<file path="src/rtl/stc_pkg.sv">
// package for the sixteen-bit timer counter
package stc_pkg;
    // register indices; the bus byte address is four times the index
    localparam logic [7:0] STC_IDX_FLAGS = 8'h0C;
    localparam logic [7:0] STC_IDX_CNT_LO = 8'h0E;
    localparam logic [7:0] STC_IDX_CNT_HI = 8'h0F;
    localparam logic [7:0] STC_IDX_CTRL = 8'h10;
    localparam logic [7:0] STC_IDX_ENABLES = 8'h8C;
    localparam logic [7:0] STC_IDX_FLAG_CLR = 8'h90;
    localparam int STC_ADDR_W = 10;
    // control field positions
    localparam int STC_CTRL_ON = 0;
    localparam int STC_CTRL_CS = 1;
    localparam int STC_CTRL_SYNCB = 2;
    localparam int STC_CTRL_OSCEN = 3;
    localparam int STC_CTRL_PS_LO = 4;
    localparam int STC_FLAG_OVF = 0;
    localparam logic [5:0] STC_CTRL_MASK = 6'h3F;
    localparam logic [7:0] STC_RESET_BYTE = 8'h00;
    localparam logic [15:0] STC_COUNT_ALL_ONES = 16'hFFFF;
    localparam logic [15:0] STC_COUNT_ZERO = 16'h0000;
    localparam logic [1:0] STC_RESP_OKAY = 2'b00;
    localparam logic [1:0] STC_RESP_SLVERR = 2'b10;

    typedef struct packed {
        logic [1:0] prescale_select;
        logic oscillator_enable;
        logic sync_bypass;
        logic clock_source_select;
        logic count_on;
    } stc_ctrl_s;

    typedef struct packed {
        logic [1:0] pin_oe_n;
        logic [1:0] pin_read;
    } stc_pins_s;

    function automatic logic [STC_ADDR_W-1:0] stc_byte_addr(
        input logic [7:0] idx);
        stc_byte_addr = {idx, 2'b00};
    endfunction : stc_byte_addr
endpackage : stc_pkg

</file>
<file path="src/rtl/stc_edge_sync.sv">
// two-flop synchroniser with rising-edge pulse on the second stage
`timescale 1ns/10ps
`default_nettype none
module stc_edge_sync (
    // clock and reset
    input wire logic core_clk,
    input wire logic rst_n,
    // raw input and bypass select
    input wire logic raw_in,
    input wire logic bypass,
    // rising edge, one cycle
    output logic rise_pulse
);
    typedef struct packed {
        logic s1;
        logic s2;
        logic s3;
        logic r1;
    } stc_sync_s;

    stc_sync_s st_q;
    stc_sync_s st_d;

    always_comb begin
        st_d = st_q;
        st_d.s1 = raw_in;
        st_d.s2 = st_q.s1;
        st_d.s3 = st_q.s2;
        st_d.r1 = raw_in;
    end

    always_ff @(posedge core_clk or negedge rst_n) begin
        if (!rst_n) begin
            st_q <= '0;
        end else begin
            st_q <= st_d;
        end
    end

    // unsynchronised path flags the edge in the same cycle the pin moves
    assign rise_pulse = bypass ? (raw_in & ~st_q.r1) : (st_q.s2 & ~st_q.s3);
endmodule : stc_edge_sync
`default_nettype wire

</file>
<file path="src/rtl/stc_timer.sv">
// sixteen-bit timer counter with axi4-lite register slave
`timescale 1ns/10ps
`default_nettype none
module stc_timer
    import stc_pkg::*;
(
    // clock and reset
    input wire logic core_clk,
    input wire logic rst_n,
    // axi4-lite write address and data
    input wire logic [STC_ADDR_W-1:0] s_axi_awaddr,
    input wire logic s_axi_awvalid,
    output logic s_axi_awready,
    input wire logic [31:0] s_axi_wdata,
    input wire logic [3:0] s_axi_wstrb,
    input wire logic s_axi_wvalid,
    output logic s_axi_wready,
    // axi4-lite write response
    output logic [1:0] s_axi_bresp,
    output logic s_axi_bvalid,
    input wire logic s_axi_bready,
    // axi4-lite read
    input wire logic [STC_ADDR_W-1:0] s_axi_araddr,
    input wire logic s_axi_arvalid,
    output logic s_axi_arready,
    output logic [31:0] s_axi_rdata,
    output logic [1:0] s_axi_rresp,
    output logic s_axi_rvalid,
    input wire logic s_axi_rready,
    // count sources
    input wire logic instr_tick,
    input wire logic ext_clk_in,
    input wire logic special_event_clr,
    // oscillator pins and port direction
    input wire logic [1:0] osc_pin_in,
    input wire logic [1:0] port_direction,
    output logic [1:0] osc_pin_oe_n,
    output logic [1:0] osc_pin_read,
    output logic osc_inverter_en,
    // interrupt
    output logic overflow_irq
);
    typedef struct packed {
        logic [STC_ADDR_W-1:0] awaddr;
        logic aw_held;
        logic [7:0] wbyte;
        logic w_held;
        logic bvalid;
        logic [1:0] bresp;
        logic rvalid;
        logic [31:0] rdata;
        logic [1:0] rresp;
        stc_ctrl_s ctrl;
        logic [15:0] count;
        logic [2:0] presc;
        logic overflow_flag;
        logic overflow_irq_enable;
        stc_pins_s pins;
    } stc_state_s;

    stc_state_s st_q;
    stc_state_s st_d;
    logic ext_rise;
    logic src_tick;
    logic presc_out;
    logic do_write;
    logic do_read;
    logic [STC_ADDR_W-1:0] wr_addr;

    function automatic logic is_mapped(input logic [STC_ADDR_W-1:0] a);
        is_mapped = (a == stc_byte_addr(STC_IDX_FLAGS))
            || (a == stc_byte_addr(STC_IDX_CNT_LO))
            || (a == stc_byte_addr(STC_IDX_CNT_HI))
            || (a == stc_byte_addr(STC_IDX_CTRL))
            || (a == stc_byte_addr(STC_IDX_ENABLES))
            || (a == stc_byte_addr(STC_IDX_FLAG_CLR));
    endfunction : is_mapped

    stc_edge_sync u_sync (
        .core_clk(core_clk),
        .rst_n(rst_n),
        .raw_in(ext_clk_in),
        .bypass(st_q.ctrl.sync_bypass),
        .rise_pulse(ext_rise)
    );

    assign src_tick = st_q.ctrl.clock_source_select ? ext_rise : instr_tick;

    always_comb begin
        unique case (st_q.ctrl.prescale_select)
            2'b00: presc_out = src_tick;
            2'b01: presc_out = src_tick & st_q.presc[0];
            2'b10: presc_out = src_tick & (&st_q.presc[1:0]);
            2'b11: presc_out = src_tick & (&st_q.presc);
        endcase
    end

    assign s_axi_awready = !st_q.aw_held && !st_q.bvalid;
    assign s_axi_wready = !st_q.w_held && !st_q.bvalid;
    assign s_axi_arready = !st_q.rvalid;
    assign wr_addr = st_q.aw_held ? st_q.awaddr : s_axi_awaddr;
    assign do_write = (st_q.aw_held || (s_axi_awvalid && s_axi_awready))
        && (st_q.w_held || (s_axi_wvalid && s_axi_wready)) && !st_q.bvalid;
    assign do_read = s_axi_arvalid && s_axi_arready;

    always_comb begin
        logic [7:0] wb;
        logic [15:0] cnt;
        logic wrap;
        wb = st_q.w_held ? st_q.wbyte : s_axi_wdata[7:0];
        cnt = st_q.count;
        wrap = 1'b0;
        st_d = st_q;
        // write channel capture, either order
        if (s_axi_awvalid && s_axi_awready && !do_write) begin
            st_d.aw_held = 1'b1;
            st_d.awaddr = s_axi_awaddr;
        end
        if (s_axi_wvalid && s_axi_wready && !do_write) begin
            st_d.w_held = 1'b1;
            st_d.wbyte = s_axi_wdata[7:0];
        end
        if (st_q.bvalid && s_axi_bready) begin
            st_d.bvalid = 1'b0;
        end
        if (st_q.rvalid && s_axi_rready) begin
            st_d.rvalid = 1'b0;
        end
        // gate on count_on; count held when stopped
        if (st_q.ctrl.count_on && src_tick) begin
            st_d.presc = presc_out ? 3'h0 : st_q.presc + 3'h1;
        end
        if (st_q.ctrl.count_on && presc_out) begin
            cnt = st_q.count + 16'h0001;
            wrap = (st_q.count == STC_COUNT_ALL_ONES);
        end
        if (special_event_clr) begin
            cnt = STC_COUNT_ZERO;
            st_d.presc = 3'h0;
        end
        if (do_write) begin
            st_d.aw_held = 1'b0;
            st_d.w_held = 1'b0;
            st_d.bvalid = 1'b1;
            st_d.bresp = is_mapped(wr_addr) ? STC_RESP_OKAY : STC_RESP_SLVERR;
            if (s_axi_wstrb[0] || st_q.w_held) begin
                if (wr_addr == stc_byte_addr(STC_IDX_CNT_LO)) begin
                    cnt[7:0] = wb;
                end
                if (wr_addr == stc_byte_addr(STC_IDX_CNT_HI)) begin
                    cnt[15:8] = wb;
                end
                if (wr_addr == stc_byte_addr(STC_IDX_CTRL)) begin
                    st_d.ctrl = stc_ctrl_s'(wb[5:0] & STC_CTRL_MASK);
                end
                if (wr_addr == stc_byte_addr(STC_IDX_ENABLES)) begin
                    st_d.overflow_irq_enable = wb[STC_FLAG_OVF];
                end
                if (wr_addr == stc_byte_addr(STC_IDX_FLAG_CLR)
                        && wb[STC_FLAG_OVF]) begin
                    st_d.overflow_flag = 1'b0;
                end
            end
        end
        st_d.count = cnt;
        // sticky flag, set wins over clear
        if (wrap) begin
            st_d.overflow_flag = 1'b1;
        end
        if (do_read) begin
            st_d.rvalid = 1'b1;
            st_d.rresp = is_mapped(s_axi_araddr) ? STC_RESP_OKAY
                : STC_RESP_SLVERR;
            st_d.rdata = 32'h0000_0000;
            if (s_axi_araddr == stc_byte_addr(STC_IDX_FLAGS)) begin
                st_d.rdata[STC_FLAG_OVF] = st_q.overflow_flag;
            end
            if (s_axi_araddr == stc_byte_addr(STC_IDX_CNT_LO)) begin
                st_d.rdata[7:0] = st_q.count[7:0];
            end
            if (s_axi_araddr == stc_byte_addr(STC_IDX_CNT_HI)) begin
                st_d.rdata[7:0] = st_q.count[15:8];
            end
            if (s_axi_araddr == stc_byte_addr(STC_IDX_CTRL)) begin
                st_d.rdata[5:0] = st_q.ctrl;
            end
            if (s_axi_araddr == stc_byte_addr(STC_IDX_ENABLES)) begin
                st_d.rdata[STC_FLAG_OVF] = st_q.overflow_irq_enable;
            end
        end
        // oscillator enabled: pins forced to inputs, read as zero; else follow port_direction and osc_pin_in
        if (st_q.ctrl.oscillator_enable) begin
            st_d.pins.pin_oe_n = 2'b11;
            st_d.pins.pin_read = 2'b00;
        end else begin
            st_d.pins.pin_oe_n = port_direction;
            st_d.pins.pin_read = osc_pin_in;
        end
    end

    always_ff @(posedge core_clk or negedge rst_n) begin
        if (!rst_n) begin
            st_q <= '0;
            st_q.pins.pin_oe_n <= 2'b11;
        end else begin
            st_q <= st_d;
        end
    end

    assign s_axi_bvalid = st_q.bvalid;
    assign s_axi_bresp = st_q.bresp;
    assign s_axi_rvalid = st_q.rvalid;
    assign s_axi_rdata = st_q.rdata;
    assign s_axi_rresp = st_q.rresp;
    assign osc_pin_oe_n = st_q.pins.pin_oe_n;
    assign osc_pin_read = st_q.pins.pin_read;
    assign osc_inverter_en = st_q.ctrl.oscillator_enable;
    assign overflow_irq = st_q.overflow_flag & st_q.overflow_irq_enable;

    a_wrap_to_zero: assert property (@(posedge core_clk)
        disable iff (!rst_n)
        (st_q.count == STC_COUNT_ALL_ONES && st_q.ctrl.count_on && presc_out
        && !special_event_clr && !do_write) |=> st_q.count == STC_COUNT_ZERO)
        else $error("count did not wrap to zero");
    a_flag_on_wrap: assert property (@(posedge core_clk)
        disable iff (!rst_n)
        (st_q.count == STC_COUNT_ALL_ONES && st_q.ctrl.count_on && presc_out
        && !special_event_clr) |=> st_q.overflow_flag)
        else $error("overflow flag not set on wrap");
    a_flag_sticky: assert property (@(posedge core_clk)
        disable iff (!rst_n)
        (st_q.overflow_flag
        && !(do_write && wr_addr == stc_byte_addr(STC_IDX_FLAG_CLR)))
        |=> st_q.overflow_flag)
        else $error("overflow flag cleared without a clear write");
    a_irq_masked: assert property (@(posedge core_clk)
        disable iff (!rst_n)
        !st_q.overflow_irq_enable |-> !overflow_irq)
        else $error("interrupt raised while masked");
    a_ext_only: assert property (@(posedge core_clk)
        disable iff (!rst_n)
        (st_q.ctrl.clock_source_select && !ext_rise && !special_event_clr
        && !do_write) |=> $stable(st_q.count))
        else $error("count moved without an external edge");
    a_internal_tick: assert property (@(posedge core_clk)
        disable iff (!rst_n)
        (st_q.ctrl.count_on && !st_q.ctrl.clock_source_select
        && st_q.ctrl.prescale_select == 2'b00 && instr_tick
        && !special_event_clr && !do_write)
        |=> st_q.count == $past(st_q.count) + 16'h0001)
        else $error("internal tick did not advance count");
    a_external_edge: assert property (@(posedge core_clk)
        disable iff (!rst_n)
        (st_q.ctrl.count_on && st_q.ctrl.clock_source_select
        && st_q.ctrl.prescale_select == 2'b00 && ext_rise
        && !special_event_clr && !do_write)
        |=> st_q.count == $past(st_q.count) + 16'h0001)
        else $error("external edge did not advance count");
    a_stop_holds: assert property (@(posedge core_clk)
        disable iff (!rst_n)
        (!st_q.ctrl.count_on && !special_event_clr && !do_write)
        |=> $stable(st_q.count))
        else $error("count moved while stopped");
    a_event_clear: assert property (@(posedge core_clk)
        disable iff (!rst_n)
        (special_event_clr && !do_write) |=> st_q.count == STC_COUNT_ZERO)
        else $error("special event did not clear count");
    a_osc_pins: assert property (@(posedge core_clk)
        disable iff (!rst_n)
        st_q.ctrl.oscillator_enable |=> (osc_pin_oe_n == 2'b11
        && osc_pin_read == 2'b00))
        else $error("oscillator pins not forced to inputs");
    a_osc_pins_off: assert property (@(posedge core_clk)
        disable iff (!rst_n)
        !st_q.ctrl.oscillator_enable
        |=> osc_pin_oe_n == $past(port_direction))
        else $error("pin direction not followed");
    a_presc_count: assert property (@(posedge core_clk)
        disable iff (!rst_n)
        (st_q.ctrl.count_on && src_tick && !presc_out && !special_event_clr)
        |=> st_q.presc == $past(st_q.presc) + 3'h1)
        else $error("prescaler missed a tick");
    a_presc_eight: assert property (@(posedge core_clk)
        disable iff (!rst_n)
        (presc_out && st_q.ctrl.prescale_select == 2'b11)
        |-> st_q.presc == 3'h7)
        else $error("prescale 1:8 fired early");
    a_sync_delay: assert property (@(posedge core_clk)
        disable iff (!rst_n)
        ($rose(ext_clk_in) && !st_q.ctrl.sync_bypass)
        |-> ##2 (ext_rise || st_q.ctrl.sync_bypass))
        else $error("synchronised edge not seen in time");
    a_raw_edge: assert property (@(posedge core_clk)
        disable iff (!rst_n)
        ($rose(ext_clk_in) && st_q.ctrl.sync_bypass) |-> ext_rise)
        else $error("unsynchronised edge not seen");
    a_count_read: assert property (@(posedge core_clk)
        disable iff (!rst_n)
        (do_read && s_axi_araddr == stc_byte_addr(STC_IDX_CNT_LO))
        |=> s_axi_rdata[7:0] == $past(st_q.count[7:0]))
        else $error("low count byte read wrong");
    a_byte_load: assert property (@(posedge core_clk)
        disable iff (!rst_n)
        (do_write && !st_q.w_held && s_axi_wstrb[0]
        && wr_addr == stc_byte_addr(STC_IDX_CNT_HI))
        |=> st_q.count[15:8] == $past(s_axi_wdata[7:0]))
        else $error("high count byte not loaded");
endmodule : stc_timer
`default_nettype wire

</file>
<file path="config.mk">
export PLATFORM = sky130hd
export DESIGN_NAME = stc_timer
export DESIGN_NICKNAME = d
export VERILOG_FILES = /design/src/rtl/stc_pkg.sv /design/src/rtl/stc_edge_sync.sv /design/src/rtl/stc_timer.sv
export SDC_FILE = /design/constraint.sdc
export NUM_CORES = 1
export LEC_CHECK = 0
export BUFFER_PORTS_ARGS = -buffer_cell sky130_fd_sc_hd__buf_2
export CORE_AREA = 2 2 88 90
export DETAILED_ROUTE_END_ITERATION = 8
export DIE_AREA = 0 0 90 92
export GPL_TIMING_DRIVEN = 0
export HOLD_SLACK_MARGIN = 0.06
export PLACE_DENSITY_LB_ADDON = 0.05
export SKIP_LAST_GASP = 1
export SLEW_MARGIN = 10
export SYNTH_ARGS = -nofsm -noshare
export SYNTH_HDL_FRONTEND = slang
export SYNTH_SLANG_ARGS = --single-unit
</file>
<file path="constraint.sdc">
create_clock -name core_clk -period 2.5 [get_ports core_clk]
set_clock_uncertainty 0.15 [all_clocks]
set_input_delay 0 -clock core_clk [delete_from_list [all_inputs] [get_ports core_clk]]
set_output_delay 0 -clock core_clk [all_outputs]
set_load 0.05 [all_outputs]
</file>
**After elaboration in Yosys (flattened, before gate mapping)**

Index checks and enable logic that the tools add are counted.

- Add/sub/neg operators: 2
- Equality and inequality tests: 16
- Mux-type cells: 35
- Bitwise operators: 8
- Reductions and logical operators: 46

Operators with widths:

| kind | count |
|---|---|
| $mux 16 | 4 |
| $eq 10x6->1 const B | 6 |
| $eq 10x10->1 const B | 4 |
| $mux 8 | 5 |
| $mux 35 | 1 |
| $eq 10x7->1 const B | 2 |
| $add 16x1->16 const B | 1 |
| $eq 16x16->1 const B | 1 |
| $reduce_bool 2->1 | 8 |
| $logic_and 1x1->1 | 14 |
| $logic_or 1x1->1 | 13 |
| $mux 1 | 13 |
| $reduce_and 3->1 | 4 |
| $mux 10 | 1 |
| $mux 3 | 3 |
| $mux 2 | 4 |
| $mux 4 | 2 |
| $and 1x1->1 | 6 |
| $mux 6 | 1 |
| $logic_not 1->1 | 5 |
| $eq 2x2->1 const B | 2 |
| $pmux 1 s4 | 1 |
| $add 3x1->3 const B | 1 |
| $eq 2x1->1 const B | 1 |
| other kinds (3) | 4 |

- Flip-flop bits (word level): 68
- Bits of input ports: 70
- Logic and storage cells: 130

**Longest topological paths before layout**

Gate-level depths: netlist (run 1).

- Depth after elaboration: 12
- Depth in mapped cells: 9
- Depth with buffers taken out: 8

**Hierarchy**

From an unflattened synthesis (run 1), not the netlist that was laid out.

- Cells, all modules: 373
- Area, all modules: 3851.2 um2

By module, submodules not included:

| module | times used | cells each | area an instance (um2) | sequential area each (um2) |
|---|---|---|---|---|
| stc_timer | 1 | 367 | 3752.3 | 1579.0 |
| stc_edge_sync | 1 | 6 | 98.8 | 75.1 |

**Worst setup path before layout (run 1)**

Ideal clock, no wire load.

- Path kind: reg2reg
- Start point: register st_q[6] in the netlist's numbering
- End point: register st_q[23] in the netlist's numbering
- Setup time: 0.129 ns
- Arrival: 1.803 ns
- Data required time: 2.221 ns
- Slack: 0.418 ns
- Stages on the path, launching flop included: 10
- Period minus slack after synthesis: 2.082 ns
- Cells stage by stage: dfrtp_1 ha_1 ha_1 mux2i_1 a211oi_2 and4_1 buf_4 nand4_2 xor2_1 o22ai_2

RTL lines:

| item | line | source |
|---|---|---|
| from (decl) | stc_timer.sv:61 | `stc_state_s st_q;` |
| from (signal assigned) | stc_timer.sv:206 | `st_q <= st_d;` |

**Worst setup path in the final report (run 1)**

- Start point: input s_axi_araddr[9]
- End point: register st_q, in the netlist s_axi_rdata[1]

- Cells in the longest elaborated chain, start to end: 4

Ends and longest elaborated chain:

| item | line | source |
|---|---|---|
| from (decl) | stc_timer.sv:23 | `input wire logic [STC_ADDR_W-1:0] s_axi_araddr,` |
| $eq 10x6->1 | stc_timer.sv:178 | `if (s_axi_araddr == stc_byte_addr(STC_IDX_CNT_LO)) begin` |
| $mux 8 | stc_timer.sv:178 |  |
| $mux 8 | stc_timer.sv:181 | `if (s_axi_araddr == stc_byte_addr(STC_IDX_CNT_HI)) begin` |
| $mux 6 * | stc_timer.sv:184 | `if (s_axi_araddr == stc_byte_addr(STC_IDX_CTRL)) begin` |

Mark *: on every way between the ends. The rest lies on a longest branch, timed or not.
A chain may end at the register's enable or synchronous reset.

==> results.cfg, run 1 <==
[global_routing]
grt-ovfl-total = 0
grt_pass1_vias = 2844
antenna_found_initial = 0
grt_max_degree = 39
grt_pass1_wl_mm = 13.8
grt_use_total_pct = 21.0

[power_and_ir_drop]
design_power_total_mw = 3.44
peakVddDrop_mv = 0.683
leakagePower_nw = 2.27
power.density_mw_per_mm2 = 713

[synth]
yosys_warnings = 0
synth-compound-area-share_pct = 12.1
ys_types = 59
synth_fa_ha_area_share_pct = 1.02
synth_top_cell_by_area = dfrtp_1
synth.most_common_cell = dfrtp_1
synthArstFlopShare_pct = 100
synthSimpleGateAreaFrac_pct = 16.4
syn_area_sq_mm = 0.00367
synthCells = 351
synth_top_cell_area_share_pct = 43.6
synthMuxAreaShare_pct = 11.6
synth_edf_count = 0
netlist_top_cells_count = dfrtp_1, buf_4, nand2_1
synth_xor_area_share_pct = 3.58
synth_top_family_by_area = simple AND/OR/NAND/NOR gates
ys_top_cells_by_area = dfrtp_1, buf_4, mux2_2
syn_area_per_cell_sq_um = 10.5
synth-seq-cells = 66
synth_seq_area_share_pct = 45.0
synthFlopType = dfrtp_1

[clocking]
cts_max_path_buffers = 2
cts.clk_slew.worst_paths_ns = 0.08
cts_sinks = 66
post_cts_buffers = 0
cts_root_buf = clkbuf_8
clk_latency_ns = 0.35
cts_hold_buf = 41
numCtsBuffers = 9
tritoncts = done
ctsHtreeMaxLevel = 3
cts_resized = 0

[detailed_routing]
drc_errors = 0
first_pass_iters = 4
wl_per_cell_microns = 13.8
wirelength_mm = 8.25
drt_iter0_drc = 111
routed-via-count = 2961
ant_nets = 0
via_per_inst = 4.95

[die]
coreArea_sq_mm = 0.00745
start_util_pct = 49.3
die_h_microns = 92
floorplan.io_pins = 117
std_cell_rows = 32
die_w_microns = 90
dieArea_sq_mm = 0.00828

[timing]
slew_violations = 0
setup-tns-final_ns = 0
fin_crit_sh_pct = 92.8
holdWs_ns = 0.0861
tightest_slew_ns = 0.651
fmax_mhz = 431
hold_viol_final = 0
finalCriticalPeriod_ns = 2.32
slew_headroom_pct = 56.6
setup_viol = 0
rsz0062_at_grt = no

[critical_path]
cp.arrival_ns = 2.45
crit_type = in2reg
end_kind = register
slowest_delay_ns = 0.72
cp.required_ns = 2.63
crit_start = s_axi_araddr[9]
path_max_fanout = 6
worstSetupStartpointType = input port
r2r_cells = 9
crit-reg2reg-launch = st_q[6]
path_cells = dlygate4sd3_1 -> buf_2 -> nor4_4 -> dlygate4sd3_1 -> a21oi_1 -> o21ai_0 -> dlygate4sd3_1
cpMostUsedCell = dlygate4sd3_1
critPathSlowestCell = dlygate4sd3_1

[placed_design]
dp.cells = 541
gp_congestion = 0.803
dp_hpwl_mm = 5.75
port-buffer-count = 62
placed_cell_area_sq_mm = 0.00423

[finish]
stdcell_area_sq_mm = 0.00483
instances_no_fill = 598
antenna_cells = 0
drive_above_1_share_pct = 33.1
nNetsFinal = 564
area_growth_pct = 31.6

[min_path]
worstHoldStart = s_axi_araddr[6]
holdPathStages = 5
holdCritPathClass = in2reg

[run]
maxCapViolations = 0

[outcome]
status = finished, final reports clean
[sequential cells by signal, indices dropped and copies added, names as in the netlist]
signal and flops:
osc_inverter_en 1, s_axi_bvalid 1, osc_pin_oe_n 2, s_axi_rdata 8
u_sync.st_d 2, s_axi_rresp 1, s_axi_rvalid 1, u_sync.st_q 1
st_q 46, s_axi_bresp 1, osc_pin_read 2
[where the power goes]
part	total [mW]	internal [mW]	switching (mW)
clock network	0.848	0.441	0.407
registers	1.39	1.27	0.126
logic	1.20	0.509	0.692
[cells by family (layout without fill, tap and decap cells)]
family / count (synthesis) / in the layout
buffers and inverters: 52 / 172
DFF: 66 / 66
adders and majority gates: 3 / 3
other: 1 / 26
AOI/OAI and AO/OA: 66 / 66
xor gates and xnor gates: 15 / 15
muxes: 40 / 40
and+or+nand+nor: 108 / 108
[critical path, delay by kind of cell]
kind                   cells  cell delay, ns
AO/OA/AOI/OAI              2            0.23
AND/OR/NAND/NOR            1            0.25
buffers and inverters      4            1.98
[area by class of cell]
| class | count | area (sq um) |
|---|---|---|
| Sequential cell | 66 | 1650 |
| Fill cell | 622 | 2620 |
| Clock inverter | 2 | 12.5 |
| Multi-Input combinational cell | 258 | 1740 |
| Tap cell | 102 | 128 |
| Clock buffer | 14 | 173 |
| Buffer | 49 | 362 |
| Inverter | 3 | 11.3 |
| Timing Repair Buffer | 104 | 753 |
[cell usage in the layout, fill, tap and decap left out, types with 3 or more instances in the layout]
| cell type | n |
|---|---|
| xor2_1 | 8 |
| buf_2 | 62 |
| xnor2_1 | 7 |
| inv_1 | 3 |
| nand4_1 | 5 |
| conb_1 | 26 |
| mux2_2 | 19 |
| buf_4 | 42 |
| nand2b_1 | 5 |
| clkbuf_8 | 12 |
| mux2i_1 | 20 |
| nor2_1 | 24 |
| o21ai_2 | 3 |
| ha_1 | 3 |
| o21ai_1 | 6 |
| nand2_1 | 33 |
| nor3_1 | 3 |
| o22ai_1 | 15 |
| o31ai_1 | 4 |
| a21oi_1 | 10 |
| and2_1 | 3 |
| and3_1 | 4 |
| o21ai_0 | 12 |
| buf_6 | 3 |
| nand3b_1 | 4 |
| clkbuf_1 | 5 |
| nor3b_1 | 3 |
| dfrtp_1 | 64 |
| dlygate4sd3_1 | 40 |
| nor2b_1 | 3 |
[stage by stage]
| step | util (%) | worst slack [ns] |
|---|---|---|
| global placement | 56.5 | 0.260 |
| detailed placement | 56.8 | 0.196 |
| floorplan | - | 0.418 |
| global route | 64.9 | 0.0262 |
| finish | 64.9 | 0.179 |
| CTS | 64.9 | 0.182 |
[path summary, 6_finish.rpt]
check | slack, ns | end
min in group asynchronous | 0.58 | s_axi_rresp[1]
worst min register to register | 0.23 | u_sync.st_q[1]
worst max register to register | 0.19 | st_q[23]
worst max-delay path | 0.18 | s_axi_rdata[1]
max in group asynchronous | 1.40 | st_q[73]
worst min-delay path | 0.09 | s_axi_rresp[1]
[routing by layer]
layer	global-route usage [%]	share of wire (%)	vias to the layer above
met5	0	0	-
met3	4.27	5.3	11
met1	27.5	46	1387
met4	8.08	1.3	0
met2	34.6	47	88
li1	-	-	1475
Note: power is estimated with default switching activity, not from simulation.
==> run 2: changes to the inputs <==
--- a/config.mk
+++ b/config.mk
@@ -5,10 +5,11 @@
 export SDC_FILE = /design/constraint.sdc
 export NUM_CORES = 1
 export LEC_CHECK = 0
+export ABC_AREA = 1
 export BUFFER_PORTS_ARGS = -buffer_cell sky130_fd_sc_hd__buf_2
-export CORE_AREA = 2 2 88 90
+export CORE_AREA = 2 2 93 95
 export DETAILED_ROUTE_END_ITERATION = 8
-export DIE_AREA = 0 0 90 92
+export DIE_AREA = 0 0 95 97
 export GPL_TIMING_DRIVEN = 0
 export HOLD_SLACK_MARGIN = 0.06
 export PLACE_DENSITY_LB_ADDON = 0.05
==> results.cfg, run 2 <==
[clocking]
cts_sinks = 66
ctsHtreeMaxLevel = 3
tritoncts = done
numCtsBuffers = 9
cts_root_buf = clkbuf_8
cts.clk_slew.worst_paths_ns = 0.08
clk_latency_ns = 0.34
cts_max_path_buffers = 2

[critical_path]
path_delay_family = buffers and inverters
worstSetupStartpointType = input port
path_cells = buf_2 -> dlygate4sd3_1 -> nand3b_1 -> dlygate4sd3_1 -> nor2_2 -> nand2_2 -> o211ai_1 -> nand2_1 -> nand2_1 -> dlygate4sd3_1
path_buf_inv = 4
cpMostUsedCell = dlygate4sd3_1
r2r_cells = 7
crit_type = in2reg
end_kind = register
cp.depth = 10
path_max_fanout = 7
slowest_delay_ns = 0.58
cp.arrival_ns = 2.48
cp.required_ns = 2.62
critPathSlowestCell = dlygate4sd3_1

[synth]
synth-compound-area-share_pct = 10.6
synthCells = 579
syn_area_per_cell_sq_um = 7.27
synth_top_cell_by_area = dfrtp_1
synth_edf_count = 0
syn_area_sq_mm = 0.00421
synthMuxAreaShare_pct = 0
netlist_top_cells_count = nand2_1, dfrtp_1, inv_1
synthArstFlopShare_pct = 100
ys_types = 34
synth_fa_ha_area_share_pct = 0.892
synth.most_common_cell = nand2_1
synthFlopType = dfrtp_1
synth-seq-cells = 66
synth_top_cell_area_share_pct = 38.1
synthSimpleGateAreaFrac_pct = 31.9
synth_xor_area_share_pct = 2.29
synth_top_family_by_area = simple AND/OR/NAND/NOR gates
ys_top_cells_by_area = dfrtp_1, nand2_1, buf_4
yosys_warnings = 0
synth_seq_area_share_pct = 39.3

[detailed_routing]
wl_per_cell_microns = 12.1
drt_iter0_drc = 194
first_pass_iters = 4
drc_errors = 0
routed-via-count = 3951
ant_nets = 0
via_per_inst = 4.71
wirelength_mm = 10.1

[finish]
multi_input_area_sq_mm = 0.00203
utilization_pct = 67.0
largest-register = st_q
drive_above_1_share_pct = 23.1
antenna_cells = 0
final.fill_count = 745
instances_no_fill = 838
layout_common_cells = nand2_1, dfrtp_1, buf_2
nNetsFinal = 801
seqCellArea_sq_mm = 0.00165
largest_reg_flops = 46
final_common_cell = nand2_1
area_growth_pct = 29.6

[timing]
fin_crit_sh_pct = 94.3
setup-tns-final_ns = 0
slew_violations = 0
finalCriticalPeriod_ns = 2.36
setup_viol = 0
hold_viol_final = 0
rsz0062_at_grt = no
slew_headroom_pct = 55.4
tightest_slew_ns = 0.662
fmax_mhz = 424

[power_and_ir_drop]
combPwrFrac_pct = 44.1
clock_power_share_pct = 20.1
sequentialPowerShare_pct = 35.8
leakagePower_nw = 2.80
sw_frac_of_total_pct = 43.2
netSwitchingPower_mw = 1.73
p_int_mw = 2.28
power.density_mw_per_mm2 = 735
peakVddDrop_mv = 0.679

[global_routing]
grt_use_total_pct = 24.3
grt-ovfl-total = 0
grt_pass1_vias = 3874
grt_pass1_wl_mm = 17.8
grt_max_degree = 65
antenna_found_initial = 0

[outcome]
status = finished, final reports clean

[die]
std_cell_rows = 33
floorplan.io_pins = 117
coreArea_sq_mm = 0.00813
dieArea_sq_mm = 0.00922
die_h_microns = 97
start_util_pct = 51.7
die_w_microns = 95

[placed_design]
port-buffer-count = 63
dp.cells = 773
dp_hpwl_mm = 7.40
gp_congestion = 0.874

[min_path]
holdPathStages = 7
holdCritPathClass = in2reg

[run]
maxCapViolations = 0
run 2: cell types whose count changed in the layout (fill, tap and decap cells not counted), moves of 19 or more:
cell / previous run / this run
nand2_1: 33 / 167
mux2_2: 19 / 0
o21ai_0: 12 / 49
nand3_1: 2 / 48
inv_1: 3 / 61
mux2i_1: 20 / 0
run 2: metal layers:
metal	global-route usage (%)	wire [microns]	vias to the layer above	part of all wire [%]
li1	-	-	2070	-
met1	31.8	4650	1774	46
met2	40.9	4970	99	49
met3	4.44	426	8	4.2
met4	6.58	91	0	0.90
met5	0	0	-	0
run 2: stage by stage:
step                hold WS [ns]  cell area, sq um  setup slack [ns]  power, mW
floorplan                 -0.446              4300             0.145       2.70
global placement         -0.0264              4750             0.424       3.03
detailed placement        -0.346              4780             0.417       3.07
CTS                       0.0700              5450            0.0259       4.05
global route               0.105              5450            0.0127       4.32
finish                    0.0792              5450             0.142       4.01
run 2: cells by family (layout without fill, tap and decap cells):
kind of cell	after synthesis	after routing
AOI/OAI and AO/OA	82	82
xor gates and xnor gates	11	11
adders and majority gates	3	3
buffers and inverters	119	248
DFF	66	66
other	1	26
and+or+nand+nor	297	297
run 2: area by class of cell:
class	count	share of cell area (%)
multi-input combinational	419	37.2
sequential	66	30.3
timing repair buffer	113	15.3
buffer	50	6.77
inverter	69	4.75
tap	105	2.41
clock buffer	9	2.27
clock inverter	7	0.941
run 2: power groups by stage:
| stage | registers [mW] | logic [mW] | clock network [mW] |
|---|---|---|---|
| global placement | 1.44 | 1.59 | 0 |
| detailed placement | 1.45 | 1.62 | 0 |
| CTS | 1.43 | 1.77 | 0.840 |
| floorplan | 1.46 | 1.24 | 0 |
| global route | 1.47 | 1.97 | 0.886 |
| finish | 1.44 | 1.77 | 0.804 |
run 2: path summary, 6_finish.rpt:
check / to / from / slack (ns)
worst max-delay path: s_axi_rdata[3] / s_axi_araddr[2] / 0.14
worst min-delay path: st_q[24] / s_axi_wstrb[0] / 0.08
worst max register to register: s_axi_rresp[1] / s_axi_rvalid / 0.24
worst min register to register: u_sync.st_q[1] / u_sync.st_d[1] / 0.23
max in group asynchronous: osc_pin_oe_n[1] / rst_n / 1.15
min in group asynchronous: osc_pin_read[1] / rst_n / 0.44
run 2: tightest hold or removal path: stages:
cell and delay [ns]:
buf_2 0.09, nor2_1 0.08, inv_1 0.07, nand2_4 0.13
nor2_4 0.08, nand2_1 0.05, nand2_1 0.04
run 2: repair_timing:
item                       4_1_cts  5_1_grt
setup buffers                    0        0
hold endpoints to repair       125        0
gates resized for setup          0        4
setup endpoints to repair        0        2
hold buffers                    50        0
